### src/shared/bdp_pkg.sv
/*
  package for the booster diagnostic and power-state block: register
  indices, field positions, reset values, state codes and timing counts.
  assumes a 40 MHz core clock and a 32-bit apb register bus.
*/
`default_nettype none
package bdp_pkg;
  // clock rate and documented times
  localparam int unsigned CLK_MHZ      = 40;
  localparam int unsigned INIT_TIME_US = 150;
  localparam int unsigned BLANK_TIME_US = 150;
  localparam int unsigned OPER_TIME_US = 500;
  localparam int unsigned INIT_CYC     = INIT_TIME_US * CLK_MHZ;
  localparam int unsigned BLANK_CYC    = BLANK_TIME_US * CLK_MHZ;
  localparam int unsigned OPER_CYC     = OPER_TIME_US * CLK_MHZ;
  localparam int unsigned TMR_W        = 16;

  // register indices; byte address is four times the index
  localparam logic [7:0] CTRL_IDX  = 8'h00;
  localparam logic [7:0] STATA_IDX = 8'h0a;
  localparam logic [7:0] STATB_IDX = 8'h0b;

  // control register fields
  localparam int unsigned CTRL_PHASE_EN_LSB = 0;
  localparam int unsigned CTRL_AUTO_REC_BIT = 8;
  localparam int unsigned CTRL_PIN_SEL_BIT  = 9;
  localparam int unsigned CTRL_KEEP_BIT     = 10;
  localparam int unsigned CTRL_TTHR_LSB     = 12;
  localparam int unsigned CTRL_GTHR_LSB     = 16;
  localparam int unsigned CTRL_GSET_LSB     = 20;
  localparam logic [3:0]  GSET_RESET        = 4'h0;

  // status register a fields
  localparam int unsigned STA_TW_BIT     = 0;
  localparam int unsigned STA_TSD_BIT    = 1;
  localparam int unsigned STA_TOUT_BIT   = 2;
  localparam int unsigned STA_SERR_BIT   = 3;
  localparam int unsigned STA_HWR_BIT    = 4;
  localparam int unsigned STA_OV_BIT     = 5;
  localparam int unsigned STA_RUN_LSB    = 8;

  // status register b fields
  localparam int unsigned STB_DUV_BIT    = 0;
  localparam int unsigned STB_GFLT_BIT   = 1;
  localparam int unsigned STB_PIN_LSB    = 8;

  // power states, one-hot
  typedef enum logic [3:0] {
    BDP_RESET  = 4'b0001,
    BDP_INIT   = 4'b0010,
    BDP_NORMAL = 4'b0100,
    BDP_FSAFE  = 4'b1000
  } bdp_state_t;
endpackage
`default_nettype wire

### src/shared/bdp_tmr_if.sv
/*
  interface between the power-state logic and its elapsed-time counter.
  assumes both ends run on the same core clock.
*/
`timescale 1ns/100ps
`default_nettype none
interface bdp_tmr_if #(parameter int unsigned W = 16);
  logic         restart;  // clears the count
  logic [W-1:0] elapsed;  // cycles since restart, saturating
  modport ctrl (output restart, input elapsed);
  modport tmr  (input restart, output elapsed);
endinterface
`default_nettype wire

### src/core/bdp_elapsed.sv
/*
  saturating elapsed-cycle counter, restarted through the timer interface.
  assumes a single clock and an asynchronous active-low reset.
*/
`timescale 1ns/100ps
`default_nettype none
module bdp_elapsed
  import bdp_pkg::*;
(
  input wire logic core_clk,
  input wire logic rst_n,
  bdp_tmr_if.tmr   tmr
);
  // count up from zero after reset or restart, stop at all ones
  always_ff @(posedge core_clk or negedge rst_n) begin
    if (!rst_n) begin
      tmr.elapsed <= '0;
    end else if (tmr.restart) begin
      tmr.elapsed <= '0;
    end else if (~&tmr.elapsed) begin
      tmr.elapsed <= tmr.elapsed + 1'b1;
    end
  end
endmodule // bdp_elapsed
`default_nettype wire

### src/core/bdp_top.sv
/*
  booster diagnostic flags, per-phase protection and power-state sequence,
  with an apb slave for control and status.
  assumes comparator, supply monitor and pin inputs synchronous to core_clk,
  and serial_err as a one-cycle pulse per framing or parity error.
*/
`timescale 1ns/100ps
`default_nettype none
module bdp_top
  import bdp_pkg::*;
#(
  parameter int unsigned N_PHASE    = 2,
  parameter int unsigned INIT_CNT   = INIT_CYC,
  parameter int unsigned BLANK_CNT  = BLANK_CYC,
  parameter int unsigned OPER_CNT   = OPER_CYC
)(
  input  wire logic               core_clk,
  input  wire logic               rst_n,
  // apb slave
  input  wire logic               psel,
  input  wire logic               penable,
  input  wire logic               pwrite,
  input  wire logic [7:0]         paddr,
  input  wire logic [31:0]        pwdata,
  output var  logic [31:0]        prdata,
  output var  logic               pready,
  output var  logic               pslverr,
  // analog monitors and events
  input  wire logic               tw_cmp,
  input  wire logic               tsd_cmp,
  input  wire logic [2:0]         temp_level,
  input  wire logic               serial_err,
  input  wire logic               ov_trip,
  input  wire logic               ov_below_react,
  input  wire logic               divider_uv,
  input  wire logic               gate_headroom_low,
  input  wire logic               gate_current_bad,
  input  wire logic [3:0]         gate_supply_level,
  input  wire logic               battery_ok,
  input  wire logic               core_supply_ok,
  input  wire logic [N_PHASE-1:0] phase_enable_pin,
  input  wire logic [2:0]         otp_mode_sel,
  input  wire logic               otp_lock,
  // outputs
  output var  logic [N_PHASE-1:0] phase_gate_en,
  output var  logic               core_reg_en,
  output var  logic               fail_safe_mode,
  output var  logic               fully_operational
);
  localparam logic [TMR_W-1:0] INIT_T  = TMR_W'(INIT_CNT);
  localparam logic [TMR_W-1:0] BLANK_T = TMR_W'(BLANK_CNT);
  localparam logic [TMR_W-1:0] OPER_T  = TMR_W'(OPER_CNT);

  // word index of an apb byte address, or all ones when misaligned
  function automatic logic [7:0] reg_index(input logic [7:0] a);
    reg_index = (a[1:0] == 2'b00) ? {2'b00, a[7:2]} : 8'hff;
  endfunction

  bdp_state_t         state_reg;
  bdp_state_t         state_next;
  logic [N_PHASE-1:0] phase_en_reg;
  logic [N_PHASE-1:0] phase_en_prev_reg;
  logic               auto_rec_reg;
  logic               pin_sel_reg;
  logic               keep_alive_reg;
  logic [2:0]         temp_thr_reg;
  logic [2:0]         gate_thr_reg;
  logic [3:0]         gate_set_reg;
  logic               tw_flag_reg;
  logic               tsd_flag_reg;
  logic               tout_flag_reg;
  logic               serr_flag_reg;
  logic               hwr_flag_reg;
  logic               ov_flag_reg;
  logic               duv_flag_reg;
  logic               gflt_flag_reg;
  logic               tsd_active_reg;
  logic               ov_active_reg;
  logic [N_PHASE-1:0] tsd_lock_reg;
  logic [N_PHASE-1:0] duv_lock_reg;
  logic [N_PHASE-1:0] glo_lock_reg;
  logic [N_PHASE-1:0] pin_level_reg;
  logic [N_PHASE-1:0] bit_eff;
  logic [N_PHASE-1:0] bit_rise;
  logic               wr_done;
  logic               rd_done;
  logic [7:0]         acc_idx;
  logic               auto_eff;
  logic               glo_cond;
  logic               blank_done;
  logic               any_pin;
  logic               supplies_ok;
  logic               rd_stata;
  logic               rd_statb;

  bdp_tmr_if #(.W(TMR_W)) por_tmr ();
  bdp_tmr_if #(.W(TMR_W)) seq_tmr ();

  // time since reset release, used to blank the gate lockout
  bdp_elapsed u_por_tmr (
    .core_clk (core_clk),
    .rst_n    (rst_n),
    .tmr      (por_tmr)
  );

  // time since the reset state was left or a pin rose
  bdp_elapsed u_seq_tmr (
    .core_clk (core_clk),
    .rst_n    (rst_n),
    .tmr      (seq_tmr)
  );

  // apb decode; a transfer completes on the access edge
  assign acc_idx  = reg_index(paddr);
  assign wr_done  = psel & penable & pready & pwrite;
  assign rd_done  = psel & penable & pready & ~pwrite;
  assign rd_stata = rd_done & (acc_idx == STATA_IDX);
  assign rd_statb = rd_done & (acc_idx == STATB_IDX);

  // answer one cycle after setup, error on unmapped index
  always_ff @(posedge core_clk or negedge rst_n) begin
    if (!rst_n) begin
      pready  <= 1'b0;
      pslverr <= 1'b0;
      prdata  <= 32'h0000_0000;
    end else begin
      pready  <= psel & ~penable;
      pslverr <= psel & ~penable & (acc_idx != CTRL_IDX) &
                 (acc_idx != STATA_IDX) & (acc_idx != STATB_IDX);
      prdata  <= 32'h0000_0000;
      if (psel & ~penable & ~pwrite) begin
        unique case (acc_idx)
          CTRL_IDX: begin
            prdata[CTRL_PHASE_EN_LSB +: N_PHASE] <= phase_en_reg;
            prdata[CTRL_AUTO_REC_BIT]            <= auto_rec_reg;
            prdata[CTRL_PIN_SEL_BIT]             <= pin_sel_reg;
            prdata[CTRL_KEEP_BIT]                <= keep_alive_reg;
            prdata[CTRL_TTHR_LSB +: 3]           <= temp_thr_reg;
            prdata[CTRL_GTHR_LSB +: 3]           <= gate_thr_reg;
            prdata[CTRL_GSET_LSB +: 4]           <= gate_set_reg;
          end
          STATA_IDX: begin
            prdata[STA_TW_BIT]              <= tw_flag_reg;
            prdata[STA_TSD_BIT]             <= tsd_flag_reg;
            prdata[STA_TOUT_BIT]            <= tout_flag_reg;
            prdata[STA_SERR_BIT]            <= serr_flag_reg;
            prdata[STA_HWR_BIT]             <= hwr_flag_reg;
            prdata[STA_OV_BIT]              <= ov_flag_reg;
            prdata[STA_RUN_LSB +: N_PHASE]  <= phase_gate_en;
          end
          STATB_IDX: begin
            prdata[STB_DUV_BIT]             <= duv_flag_reg;
            prdata[STB_GFLT_BIT]            <= gflt_flag_reg;
            prdata[STB_PIN_LSB +: N_PHASE]  <= pin_level_reg;
          end
          default: prdata <= 32'h0000_0000;
        endcase
      end
    end
  end

  // control register; fail-safe forces the effective enable high, not these bits
  always_ff @(posedge core_clk or negedge rst_n) begin
    if (!rst_n) begin
      phase_en_reg   <= '0;
      auto_rec_reg   <= 1'b0;
      pin_sel_reg    <= 1'b0;
      keep_alive_reg <= 1'b0;
      temp_thr_reg   <= 3'h0;
      gate_thr_reg   <= 3'h0;
      gate_set_reg   <= GSET_RESET;
    end else if (wr_done && acc_idx == CTRL_IDX) begin
      phase_en_reg   <= pwdata[CTRL_PHASE_EN_LSB +: N_PHASE];
      auto_rec_reg   <= pwdata[CTRL_AUTO_REC_BIT];
      pin_sel_reg    <= pwdata[CTRL_PIN_SEL_BIT];
      keep_alive_reg <= pwdata[CTRL_KEEP_BIT];
      temp_thr_reg   <= pwdata[CTRL_TTHR_LSB +: 3];
      gate_thr_reg   <= pwdata[CTRL_GTHR_LSB +: 3];
      gate_set_reg   <= pwdata[CTRL_GSET_LSB +: 4];
    end
  end

  // effective enable and its rising edge, sampled every cycle
  assign bit_eff  = fail_safe_mode ? {N_PHASE{1'b1}} : phase_en_reg;
  assign bit_rise = bit_eff & ~phase_en_prev_reg;
  assign auto_eff = auto_rec_reg | fail_safe_mode;

  always_ff @(posedge core_clk or negedge rst_n) begin
    if (!rst_n) begin
      phase_en_prev_reg <= '0;
      pin_level_reg     <= '0;
    end else begin
      phase_en_prev_reg <= bit_eff;
      pin_level_reg     <= phase_enable_pin;
    end
  end

  // latched flags: hardware set wins over the read clear
  always_ff @(posedge core_clk or negedge rst_n) begin
    if (!rst_n) begin
      tw_flag_reg   <= 1'b0;
      tsd_flag_reg  <= 1'b0;
      tout_flag_reg <= 1'b0;
      serr_flag_reg <= 1'b0;
      hwr_flag_reg  <= 1'b1;
      ov_flag_reg   <= 1'b0;
    end else begin
      tw_flag_reg   <= tw_cmp | (tw_flag_reg & ~rd_stata);
      tsd_flag_reg  <= tsd_cmp | (tsd_flag_reg & ~rd_stata);
      tout_flag_reg <= (temp_level > temp_thr_reg) |
                       (tout_flag_reg & ~rd_stata);
      serr_flag_reg <= serial_err | (serr_flag_reg & ~rd_stata);
      hwr_flag_reg  <= hwr_flag_reg & ~rd_stata;
      ov_flag_reg   <= ov_trip | (ov_flag_reg & ~rd_stata);
    end
  end

  // status b latched flags
  always_ff @(posedge core_clk or negedge rst_n) begin
    if (!rst_n) begin
      duv_flag_reg  <= 1'b0;
      gflt_flag_reg <= 1'b0;
    end else begin
      duv_flag_reg  <= divider_uv | (duv_flag_reg & ~rd_statb);
      gflt_flag_reg <= gate_headroom_low | gate_current_bad |
                       (gflt_flag_reg & ~rd_statb);
    end
  end

  // global shutdown conditions with their own exit levels
  always_ff @(posedge core_clk or negedge rst_n) begin
    if (!rst_n) begin
      tsd_active_reg <= 1'b0;
      ov_active_reg  <= 1'b0;
    end else begin
      if (tsd_cmp) begin
        tsd_active_reg <= 1'b1;
      end else if (!tw_cmp) begin
        tsd_active_reg <= 1'b0;
      end
      if (ov_trip) begin
        ov_active_reg <= 1'b1;
      end else if (ov_below_react) begin
        ov_active_reg <= 1'b0;
      end
    end
  end

  // gate lockout: at or below setpoint minus threshold, after blanking
  assign blank_done = (por_tmr.elapsed >= BLANK_T);
  assign glo_cond   = blank_done & (gate_thr_reg != 3'h0) &
                      ({1'b0, gate_supply_level} + {2'b00, gate_thr_reg} <=
                       {1'b0, gate_set_reg});
  assign por_tmr.restart = 1'b0;

  // per-phase recovery locks and gate enable
  genvar gi;
  generate
    for (gi = 0; gi < N_PHASE; gi++) begin : g_phase
      logic pin_ok;
      logic tsd_rec;
      assign pin_ok = ~pin_sel_reg | phase_enable_pin[gi];
      // auto: bit held high; manual: bit edge when cool and flag read
      assign tsd_rec = ~tsd_active_reg & pin_ok &
                       (auto_eff ? bit_eff[gi]
                                 : (bit_rise[gi] & ~tw_cmp &
                                    ~tsd_flag_reg));

      always_ff @(posedge core_clk or negedge rst_n) begin
        if (!rst_n) begin
          tsd_lock_reg[gi] <= 1'b0;
          duv_lock_reg[gi] <= 1'b0;
          glo_lock_reg[gi] <= 1'b0;
        end else begin
          if (tsd_cmp) begin
            tsd_lock_reg[gi] <= 1'b1;
          end else if (tsd_rec) begin
            tsd_lock_reg[gi] <= 1'b0;
          end
          if (divider_uv) begin
            duv_lock_reg[gi] <= 1'b1;
          end else if (bit_rise[gi]) begin
            duv_lock_reg[gi] <= 1'b0;
          end
          if (glo_cond) begin
            glo_lock_reg[gi] <= 1'b1;
          end else if (bit_rise[gi]) begin
            glo_lock_reg[gi] <= 1'b0;
          end
        end
      end

      // run only when active, enabled and free of every lock
      always_ff @(posedge core_clk or negedge rst_n) begin
        if (!rst_n) begin
          phase_gate_en[gi] <= 1'b0;
        end else begin
          phase_gate_en[gi] <= (state_reg == BDP_NORMAL ||
                                state_reg == BDP_FSAFE) &
                               bit_eff[gi] & pin_ok &
                               ~tsd_lock_reg[gi] & ~tsd_active_reg &
                               ~tsd_cmp & ~ov_active_reg & ~ov_trip &
                               ~duv_lock_reg[gi] & ~divider_uv &
                               ~glo_lock_reg[gi] & ~glo_cond;
        end
      end
    end
  endgenerate

  // power-state sequence
  assign any_pin     = |phase_enable_pin;
  assign supplies_ok = battery_ok & core_supply_ok;
  assign seq_tmr.restart = (state_reg == BDP_RESET) |
                           (|(phase_enable_pin & ~pin_level_reg));

  always_comb begin
    state_next = state_reg;
    unique case (state_reg)
      BDP_RESET: begin
        if (supplies_ok && any_pin) begin
          state_next = BDP_INIT;
        end
      end
      BDP_INIT: begin
        if (!supplies_ok) begin
          state_next = BDP_RESET;
        end else if (seq_tmr.elapsed >= INIT_T) begin
          state_next = (otp_lock && otp_mode_sel != 3'h0) ?
                       BDP_FSAFE : BDP_NORMAL;
        end
      end
      BDP_NORMAL, BDP_FSAFE: begin
        if (!supplies_ok || (!keep_alive_reg && !any_pin)) begin
          state_next = BDP_RESET;
        end
      end
      default: state_next = BDP_RESET;
    endcase
  end

  always_ff @(posedge core_clk or negedge rst_n) begin
    if (!rst_n) begin
      state_reg <= BDP_RESET;
    end else begin
      state_reg <= state_next;
    end
  end

  // registered state outputs
  always_ff @(posedge core_clk or negedge rst_n) begin
    if (!rst_n) begin
      core_reg_en       <= 1'b0;
      fail_safe_mode    <= 1'b0;
      fully_operational <= 1'b0;
    end else begin
      core_reg_en       <= (state_next != BDP_RESET);
      fail_safe_mode    <= (state_next == BDP_FSAFE);
      fully_operational <= (state_next == BDP_NORMAL ||
                            state_next == BDP_FSAFE) &
                           (seq_tmr.elapsed >= OPER_T);
    end
  end
endmodule // bdp_top
`default_nettype wire

### config.mk
export PLATFORM = sky130hd
export DESIGN_NAME = bdp_top
export DESIGN_NICKNAME = d
export VERILOG_FILES = /design/src/shared/bdp_pkg.sv /design/src/shared/bdp_tmr_if.sv /design/src/core/bdp_elapsed.sv /design/src/core/bdp_top.sv
export SDC_FILE = /design/constraint.sdc
export NUM_CORES = 1
export LEC_CHECK = 0
export ABC_AREA = 1
export BUFFER_PORTS_ARGS = -buffer_cell sky130_fd_sc_hd__buf_2
export CORE_ASPECT_RATIO = 2
export CORE_MARGIN = 1
export CORE_UTILIZATION = 59
export DETAILED_ROUTE_END_ITERATION = 8
export PLACE_DENSITY = 0.85
export SETUP_SLACK_MARGIN = 0.3
export SYNTH_ARGS = -nofsm -noshare
export SYNTH_HDL_FRONTEND = slang
export SYNTH_SLANG_ARGS = --single-unit
export TNS_END_PERCENT = 50
### constraint.sdc
create_clock -name core_clk -period 3.6 [get_ports core_clk]
set_clock_uncertainty 0.15 [all_clocks]
set_input_delay 0.72 -clock core_clk [delete_from_list [all_inputs] [get_ports core_clk]]
set_output_delay 0.72 -clock core_clk [all_outputs]
set_load 0.005 [all_outputs]
==> summary.md, run 1 <==
| Metric | Value |
|---|---|
| Slew Limit Fails | 0 |
| Vias per cell | 5.39 |
| Slew HR | 0.571 |
| Post-synthesis register bit count | 97 |
| Slowest stage delay, CP | 0.49 ns |
| Syn Std Cell Area | 5190 µm² |
| GRT Total Usage | 0.266 |
| Setup TNS | 0 ns |
| Actual slew at the worst max-slew pin | 0.642 ns |
| Die width | 68.3 µm |
| Final period utilization | 0.676 |
| Worst slack at placement | 0.780 ns |
| Min cycle time layout | 2.43 ns |
| Pre-Repair DR Iteration Count | 5 |
| RR Endpoint | phase_gate_en[1] |
| Peak VDD IR | 0.322 mV |
| Die Ht | 135 µm |
| Storage element area | 2430 µm² |
| Crit-path cells | buf_2 > ha_1 > inv_1 > fa_1 > inv_1 > ha_1 > a21oi_1 > o21ai_0 > nand2_1 > nand3_1 > nand2_1 > inv_1 |
| Area of the multi-input gates | 2230 µm² |
| # nets final | 793 |
| Highest-count cells in the layout ignoring fill and taps | nand2_1 (139), inv_1 (104), dfrtp_1 (95) |
| PwrDens | 383 nW/µm² |
| Reg-to-reg setup timing slack | 1.21 ns |
| R2R cell count | 11 |
| Clock Pin Slew Worst Setup and Hold Paths | 0.06 ns |
| Fin worst setup slack | 1.17 ns |
| CTS buffer count | 9 |
| Initial antenna violation count | 0 |
| Setup bufs post-CTS | 0 |
| Core area | 8590 µm² |
| Drt wl/cell | 13.6 µm |
| Setup violators final | 0 |
| Antenna diodes | 0 |
| R2r startpoint | gate_thr_reg[2] |
| Crit path capture type | register |
| Max Freq | 411 MHz |
| Outcome | finished, final reports clean |
| Starting Density | 0.604 |
| CP Max Fanout | 4 |
| Biggest register | prdata |
| DRC | 0 |
| HPWL after DPL | 8430 µm |
| Clock sink count | 97 |
| Post-route cell area | 5870 µm² |
| Post_cts resized | 0 |
| Most common cell after layout, fill and taps aside | nand2_1 |
| Post-DRT Antenna Nets | 0 |
| Largest buffer count on any clock path | 2 |
| CP dominant cell by count | inv_1 |
| Max FFs per register | 19 |
| Sequential fraction of the synthesis area | 0.468 |
| IO buf count | 76 |
| Total Wirelength | 11100 µm |
| Async set-reset flop share out of synthesis | 1.00 |
| Lkg Pwr | 3.13 nW |
| GP Congestion | 0.962 |
| Post-DP Area | 5580 µm² |
| Worst EP arrival | 2.52 ns |
| Count of unique library cells instantiated by Yosys | 38 |
| Worst-skew pair later-pin latency | 0.34 ns |
| First-pass GRT wire length | 18400 µm |
| Synthesized netlist cell count | 632 |
| Mapped Avg Cell Area | 8.21 µm² |
| Worst path required time | 3.69 ns |
| Final Hold Vio Count | 0 |
| Vias in the first global route | 4383 |
| Largest regs | prdata: 19 flops, u_por_tmr.tmr.elapsed: 16 flops, u_seq_tmr.tmr.elapsed: 16 flops |
| CTS root buf | clkbuf_16 |
| Largest net degree at the start of global routing | 54 |
| CTS tree | yes |
| Crit start category | primary input |
| Initial DRC count | 295 |
| Post-synth EDFFs | 0 |
| Ratio of cells with drive above 1 in the final layout | 0.195 |
| Crit-path slowest cell | fa_1 |
| RSZ-0062 raised after global routing | no |
| Synth Flop Type | dfrtp_1 |
| Cts hold-fix bufs | 0 |
| Vias | 4388 |
| Max-Cap Viols | 0 |
| Rows | 48 |
| Htree depth | 3 |
| Layout filler cell count | 658 |
| Type of the worst min-delay path | in -> async |
| Die Area | 9200 µm² |
| Critical setup path kind | in -> reg |
| GR Overflow Total | 0 |
| Syn. warnings | 0 |
| Area delta synth->final | 13.0% |
| I/O pin count | 107 |
| Tot Pwr | 2.25 mW |
| Hold Worst Slack | 0.231 ns |
[where the power goes]
group | switching [mW] | leakage [nW] | internal (mW)
Sequential | 0.0166 | 1.25 | 1.12
Clock | 0.392 | 0.142 | 0.534
Combinational | 0.130 | 1.74 | 0.0612
[critical path: cells and delay by family]
kind,cells,cell delay (ns)
AOI/OAI and AO/OA,2,0.25
adders and majority gates,3,0.94
buffers and inverters,4,0.22
and+or+nand+nor,3,0.38
[per-stage QoR]
step,util,instances
floorplan,-,644
global placement,0.650,799
CTS,0.683,814
detailed placement,0.650,799
finish,0.683,814
global route,0.683,814
[synth_stat cells, types with 7 or more instances]
master   instances  area share
o21ai_2         15       0.025
o21ai_0         21       0.020
nand3_1         63       0.061
or2_2            7      0.0084
nand2_1        139        0.10
nor2_1          50       0.036
nand4_1         21       0.025
buf_4           14       0.020
ha_1            14       0.034
dfrtp_1         95        0.46
nor3_1          27       0.026
inv_1          104       0.075
[layout make-up]
type	instances	share of cell area
inverter	106	0.0678
clock inverter	5	0.00981
timing repair buffer	77	0.0687
sequential	97	0.414
clock buffer	10	0.0390
tap	100	0.0213
multi-input combinational	419	0.379
[logic make-up after synthesis]
logic type      count (synthesis)  synth area share
simple gates                  332             0.304
other cells                     1          0.000722
xor+xnor                        8            0.0135
fa+ha+maj                      15            0.0376
compound gates                 51            0.0644
flops                          97             0.468
buf+inv                       128             0.112
[metal layers]
layer	GRT usage	wire length (µm)	vias to the layer above
li1	-	-	2144
met1	0.254	3760	2039
met2	0.480	6260	148
met3	0.0439	390	57
met4	0.188	668	0
met5	0	0	-
[worst max-delay path by stage]
stage | from | to | slack, ns
after floorplan | gate_supply_level[0] | phase_gate_en[0] | 1.19
after global placement | gate_supply_level[2] | phase_gate_en[0] | 0.89
after detailed placement | gate_supply_level[2] | phase_gate_en[1] | 0.78
after CTS | gate_supply_level[2] | phase_gate_en[1] | 1.17
after global routing | gate_supply_level[2] | phase_gate_en[0] | 1.03
final | gate_supply_level[0] | phase_gate_en[1] | 1.17
(Power assumes the default switching activity.)
==> inputs of run 2 (changes only) <==
- CORE_UTILIZATION: 59 -> 50
- PLACE_DENSITY: 0.85 -> 0.77
- clock period: 3.6 -> 2 ns (I/O delays scaled with it)
==> summary.md, run 2 (synthesis gave the netlist of run 1 again) <==
| Metric | Value |
|---|---|
| Sw frac | 0.249 |
| Hold Worst Slack | 0.0402 ns |
| Lkg Pwr | 3.26 nW |
| Initial DRC count | 172 |
| Initial antenna violation count | 0 |
| Int Power | 2.99 mW |
| Failing checks | setup timing |
| Vias per cell | 5.06 |
| Max FFs per register | 19 |
| Worst EP arrival | 2.19 ns |
| Clock sink count | 97 |
| Core area | 10100 µm² |
| Drt wl/cell | 12.9 µm |
| Final period utilization | 1.05 |
| Pre-Repair DR Iteration Count | 4 |
| Outcome | complete, but fails checks |
| Highest-count cells in the layout ignoring fill and taps | nand2_1 (139), inv_1 (101), dfrtp_1 (94) |
| Starting Density | 0.515 |
| # nets final | 815 |
| Post-DP Area | 5810 µm² |
| Most common cell after layout, fill and taps aside | nand2_1 |
| Buf/Inv on CP | 3 |
| Rows | 52 |
| Crit start category | register |
| Setup TNS | -0.309 ns |
| Slew Limit Fails | 0 |
| Setup violators final | 4 |
| Slowest stage delay, CP | 0.53 ns |
| Clk pwr share | 0.391 |
| I/O pin count | 107 |
| First-pass GRT wire length | 18600 µm |
| Worst-skew pair later-pin latency | 0.34 ns |
| Reg power frac | 0.512 |
| Sw power | 0.992 mW |
| Crit path capture type | register |
| Area delta synth->final | 19.4% |
| Die width | 74.1 µm |
| Largest buffer count on any clock path | 2 |
| Post-DRT Antenna Nets | 0 |
| CTS buffer count | 9 |
| Worst slack at placement | -0.311 ns |
| GR Overflow Total | 0 |
| GP Congestion | 0.892 |
| CTS root buf | clkbuf_16 |
| RSZ-0062 raised after global routing | yes |
| Biggest register | prdata |
| HPWL after DPL | 8720 µm |
| Max-Cap Viols | 0 |
| Die Area | 10800 µm² |
| Vias | 4412 |
| Worst path required time | 2.09 ns |
| DRC | 0 |
| Min cycle time layout | 2.09 ns |
| Fin worst setup slack | -0.0945 ns |
| Type of the worst min-delay path | in -> reg |
| Final Hold Vio Count | 0 |
| Largest net degree at the start of global routing | 37 |
| Htree depth | 3 |
| Peak VDD IR | 0.440 mV |
| CP Max Fanout | 4 |
| Crit-path cells | ha_4 > inv_2 > fa_2 > inv_2 > ha_4 > a21oi_2 > o21ai_1 > nand2_1 > nand3_2 > nand2_1 > inv_1 |
| PwrDens | 643 nW/µm² |
| IO buf count | 76 |
| Largest regs | prdata: 19 flops, u_por_tmr.tmr.elapsed: 16 flops, u_seq_tmr.tmr.elapsed: 16 flops |
| Layout filler cell count | 842 |
| Critical setup path kind | reg -> reg |
| Vias in the first global route | 4389 |
| Clock Pin Slew Worst Setup and Hold Paths | 0.06 ns |
| Max Freq | 477 MHz |
| Crit-path slowest cell | fa_2 |
| Ratio of cells with drive above 1 in the final layout | 0.239 |
| Logic pwr share | 0.097 |
| Post-route cell area | 6200 µm² |
| Total Wirelength | 11300 µm |
| GRT Total Usage | 0.221 |
| CTS tree | yes |
| Die Ht | 146 µm |
| Cell family with most CP delay | adder cells |
| Antenna diodes | 0 |
==> run 2: cell types whose count changed in the layout (fill, tap and decap cells not counted), moves of 3 or more <==
cell	change
buf_12	+3
ha_1	-4
inv_2	+3
inv_1	-3
ha_4	+3
buf_4	+18
==> run 2: layout make-up <==
class                      instances  area (µm²)  area share
sequential                        97        2430       0.392
multi-input combinational        419        2320       0.375
timing repair buffer              99         608      0.0981
inverter                         106         398      0.0642
clock buffer                      11         233      0.0376
tap                              135         169      0.0273
clock inverter                     5        32.5     0.00525
==> run 2: final timing paths <==
check                      slack [ns]           startpoint                to  cells after the start
min                              0.04  phase_enable_pin[0]  pin_level_reg[0]                      1
min in group asynchronous        0.37                rst_n        prdata[17]                      2
max reg2reg                     -0.09      gate_thr_reg[0]  phase_gate_en[1]                     11
max                             -0.09      gate_thr_reg[0]  phase_gate_en[1]                     11
min reg2reg                      0.31         hwr_flag_reg      hwr_flag_reg                      2
max in group asynchronous        0.74                rst_n      state_reg[0]                      3
==> run 2: per-stage QoR <==
step                      utilization  std cells  total power, mW
after floorplan                     -        644             2.28
after global placement          0.576        850             2.43
after detailed placement        0.576        850             2.45
after CTS                       0.607        868             4.00
after global routing            0.614        872             4.14
final                           0.614        872             3.98
==> run 2: metal layers <==
layer / global-route usage / wire length [µm]
met5: 0 / 0
met4: 0.119 / 454
met3: 0.0304 / 331
met2: 0.422 / 6410
met1: 0.215 / 4070
==> run 2: repair_timing <==
item	in CTS	in global routing
resized for setup	6	11
endpoints found under the hold margin	26	0
pin swaps	9	4
hold buffers	1	0
setup buffers	1	4
setup endpoints to repair	19	29
==> run 2: power groups by stage <==
| stage | Combinational [mW] | Sequential [mW] | Clock, mW |
|---|---|---|---|
| floorplan | 0.210 | 2.07 | 0 |
| global placement | 0.360 | 2.07 | 0 |
| CTS | 0.382 | 2.04 | 1.58 |
| global route | 0.435 | 2.04 | 1.66 |
| detailed placement | 0.374 | 2.07 | 0 |
| finish | 0.386 | 2.04 | 1.56 |
==> inputs of run 3 (changes only) <==
- CORE_UTILIZATION: 50 -> 28
- PLACE_DENSITY: 0.77 -> unset
==> summary.md, run 3 (synthesis gave the netlist of run 1 again) <==
| Metric | Value |
|---|---|
| GR Overflow Total | 0 |
| Failing checks | DRC, setup timing |
| CP Max Fanout | 4 |
| Logic pwr share | 0.101 |
| RR Endpoint | phase_gate_en[0] |
| Crit path capture type | register |
| Buf/Inv on CP | 3 |
| First-pass GRT wire length | 20600 µm |
| Slew Limit Fails | 0 |
| Setup violators final | 4 |
| Actual slew at the worst max-slew pin | 0.569 ns |
| R2R cell count | 11 |
| Worst slack at placement | -0.301 ns |
| HPWL after DPL | 9960 µm |
| Lkg Pwr | 3.26 nW |
| Finished Layout Cells | 951 |
| Die width | 98.3 µm |
| Critical setup path kind | reg -> reg |
| Post-DRT Antenna Nets | 0 |
| Max FFs per register | 19 |
| Highest-count cells in the layout ignoring fill and taps | nand2_1 (136), inv_1 (101), dfrtp_1 (93) |
| Dpl cells | 931 |
| Final Hold Vio Count | 0 |
| Die Area | 19100 µm² |
| Outcome | complete, but fails checks |
| R2r startpoint | gate_thr_reg[0] |
| CTS buffer count | 9 |
| I/O pin count | 107 |
| Initial antenna violation count | 0 |
| Worst EP arrival | 2.18 ns |
| Final period utilization | 1.04 |
| Min cycle time layout | 2.08 ns |
| Most common cell after layout, fill and taps aside | nand2_1 |
| Peak VDD IR | 0.370 mV |
| Post-DP Area | 5910 µm² |
| Crit-path slowest cell | fa_2 |
| Reg-to-reg setup timing slack | -0.08 ns |
| Vias in the first global route | 4362 |
| Clock sink count | 97 |
| Type of the worst min-delay path | in -> reg |
| Antenna diodes | 0 |
| Int Power | 3.27 mW |
| Ratio of cells with drive above 1 in the final layout | 0.256 |
| Slew HR | 0.618 |
| Starting Density | 0.285 |
| Max Freq | 481 MHz |
| Largest net degree at the start of global routing | 32 |
| Cell family with most CP delay | adder cells |
| Vias per cell | 4.58 |
| Crit start category | register |
| Post-route cell area | 6440 µm² |
| Core area | 18200 µm² |
| Die Ht | 195 µm |
| DRC | 8 |
| Sw frac | 0.250 |
| Total Wirelength | 12600 µm |
| Critical Path End | phase_gate_en[0] |
| RSZ-0062 raised after global routing | yes |
| Biggest register | prdata |
| Area delta synth->final | 24.1% |
| # nets final | 813 |
| IO buf count | 76 |
| GP Congestion | 0.856 |
| Clk pwr share | 0.433 |
| Crit-path cells | ha_4 > inv_2 > fa_2 > inv_2 > ha_4 > a21oi_2 > o21ai_1 > nand2_1 > nand3_2 > nand2_1 > inv_1 |
| Critical path depth | 11 |
| Worst path required time | 2.10 ns |
| GRT Total Usage | 0.139 |
| Sw power | 1.09 mW |
| PwrDens | 678 nW/µm² |
| Clock Pin Slew Worst Setup and Hold Paths | 0.07 ns |
| Drt wl/cell | 13.3 µm |
| Largest buffer count on any clock path | 2 |
| Initial DRC count | 194 |
| Fin worst setup slack | -0.0803 ns |
| Reg power frac | 0.466 |
| Pre-Repair DR Iteration Count | 8 |
| CTS root buf | clkbuf_16 |
| Worst-skew pair later-pin latency | 0.35 ns |
| Slowest stage delay, CP | 0.52 ns |
| CTS tree | yes |
| Core Util, Final | 0.354 |
| Vias | 4359 |
| Rows | 70 |
| Max-Cap Viols | 0 |
| Crit. Startpoint | gate_thr_reg[0] |
| Largest regs | prdata: 19 flops, u_por_tmr.tmr.elapsed: 16 flops, u_seq_tmr.tmr.elapsed: 16 flops |
| Htree depth | 3 |
[run 3: cell count changes in the layout (fill, tap and decap cells not counted), moves of 3 or more]
cell and change:
nand2_1 -3, o31ai_1 -3, o31ai_4 +3, nand2_2 +3
[run 3: worst min-delay path by stage]
| stage | from | end | slack [ns] | cells past startpoint |
|---|---|---|---|---|
| finish | phase_enable_pin[0] | pin_level_reg[0] | 0.03 | 1 |
| floorplan | rst_n | auto_rec_reg | -0.05 | 0 |
| CTS | phase_enable_pin[0] | pin_level_reg[0] | 0.02 | 1 |
| detailed placement | rst_n | prdata[9] | 0.23 | 1 |
| global route | phase_enable_pin[0] | pin_level_reg[0] | 0.04 | 1 |
| global placement | rst_n | prdata[9] | 0.22 | 1 |
[run 3: per-layer routing]
metal  vias to the layer above  track usage  routed length [µm]
met5                         -            0                   0
met2                        93        0.283                7460
met1                      2054        0.127                4380
met4                         0       0.0802                 490
li1                       2185            -                   -
met3                        27       0.0147                 303
[run 3: timing repair]
item | 4_1_cts | 5_1_grt
cloned | 0 | 0
pin swaps | 9 | 16
setup endpoints to repair | 26 | 34
buffers inserted | 2 | 1
gates resized for setup | 11 | 27
hold endpoints to repair | 26 | 0
hold buffers | 1 | 0
[run 3: layout make-up]
type                            count  area, µm²
Sequential cell                    97       2430
Timing Repair Buffer               97        593
Fill cell                        1886      11800
Inverter                          106        400
Clock inverter                      6       90.1
Multi-Input combinational cell    419       2420
Clock buffer                       10        229
Tap cell                          216        270
[run 3: power groups by stage]
stage | logic (mW) | registers (mW) | clock network (mW)
after floorplan | 0.210 | 2.07 | 0
after global placement | 0.401 | 2.08 | 0
after detailed placement | 0.408 | 2.07 | 0
after CTS | 0.417 | 2.03 | 1.94
after global routing | 0.503 | 2.04 | 2.01
final | 0.442 | 2.03 | 1.89
[run 3: worst reg2reg max path, delay by kind of cell, from the launching register on]
kind            cells  cell delay (ns)
compound gates      2             0.18
fa+ha+maj           3             0.88
buf+inv             3             0.11
flops               1             0.38
simple gates        3             0.28
[run 3: through the flow]
stage / hold slack (ns) / total power, mW / TNS [ns]
after floorplan: -0.0456 / 2.28 / -0.0689
after global placement: 0.223 / 2.48 / -0.869
after detailed placement: 0.228 / 2.48 / -1.01
after CTS: 0.0220 / 4.39 / -0.336
after global routing: 0.0354 / 4.55 / -0.591
final: 0.0347 / 4.36 / -0.267
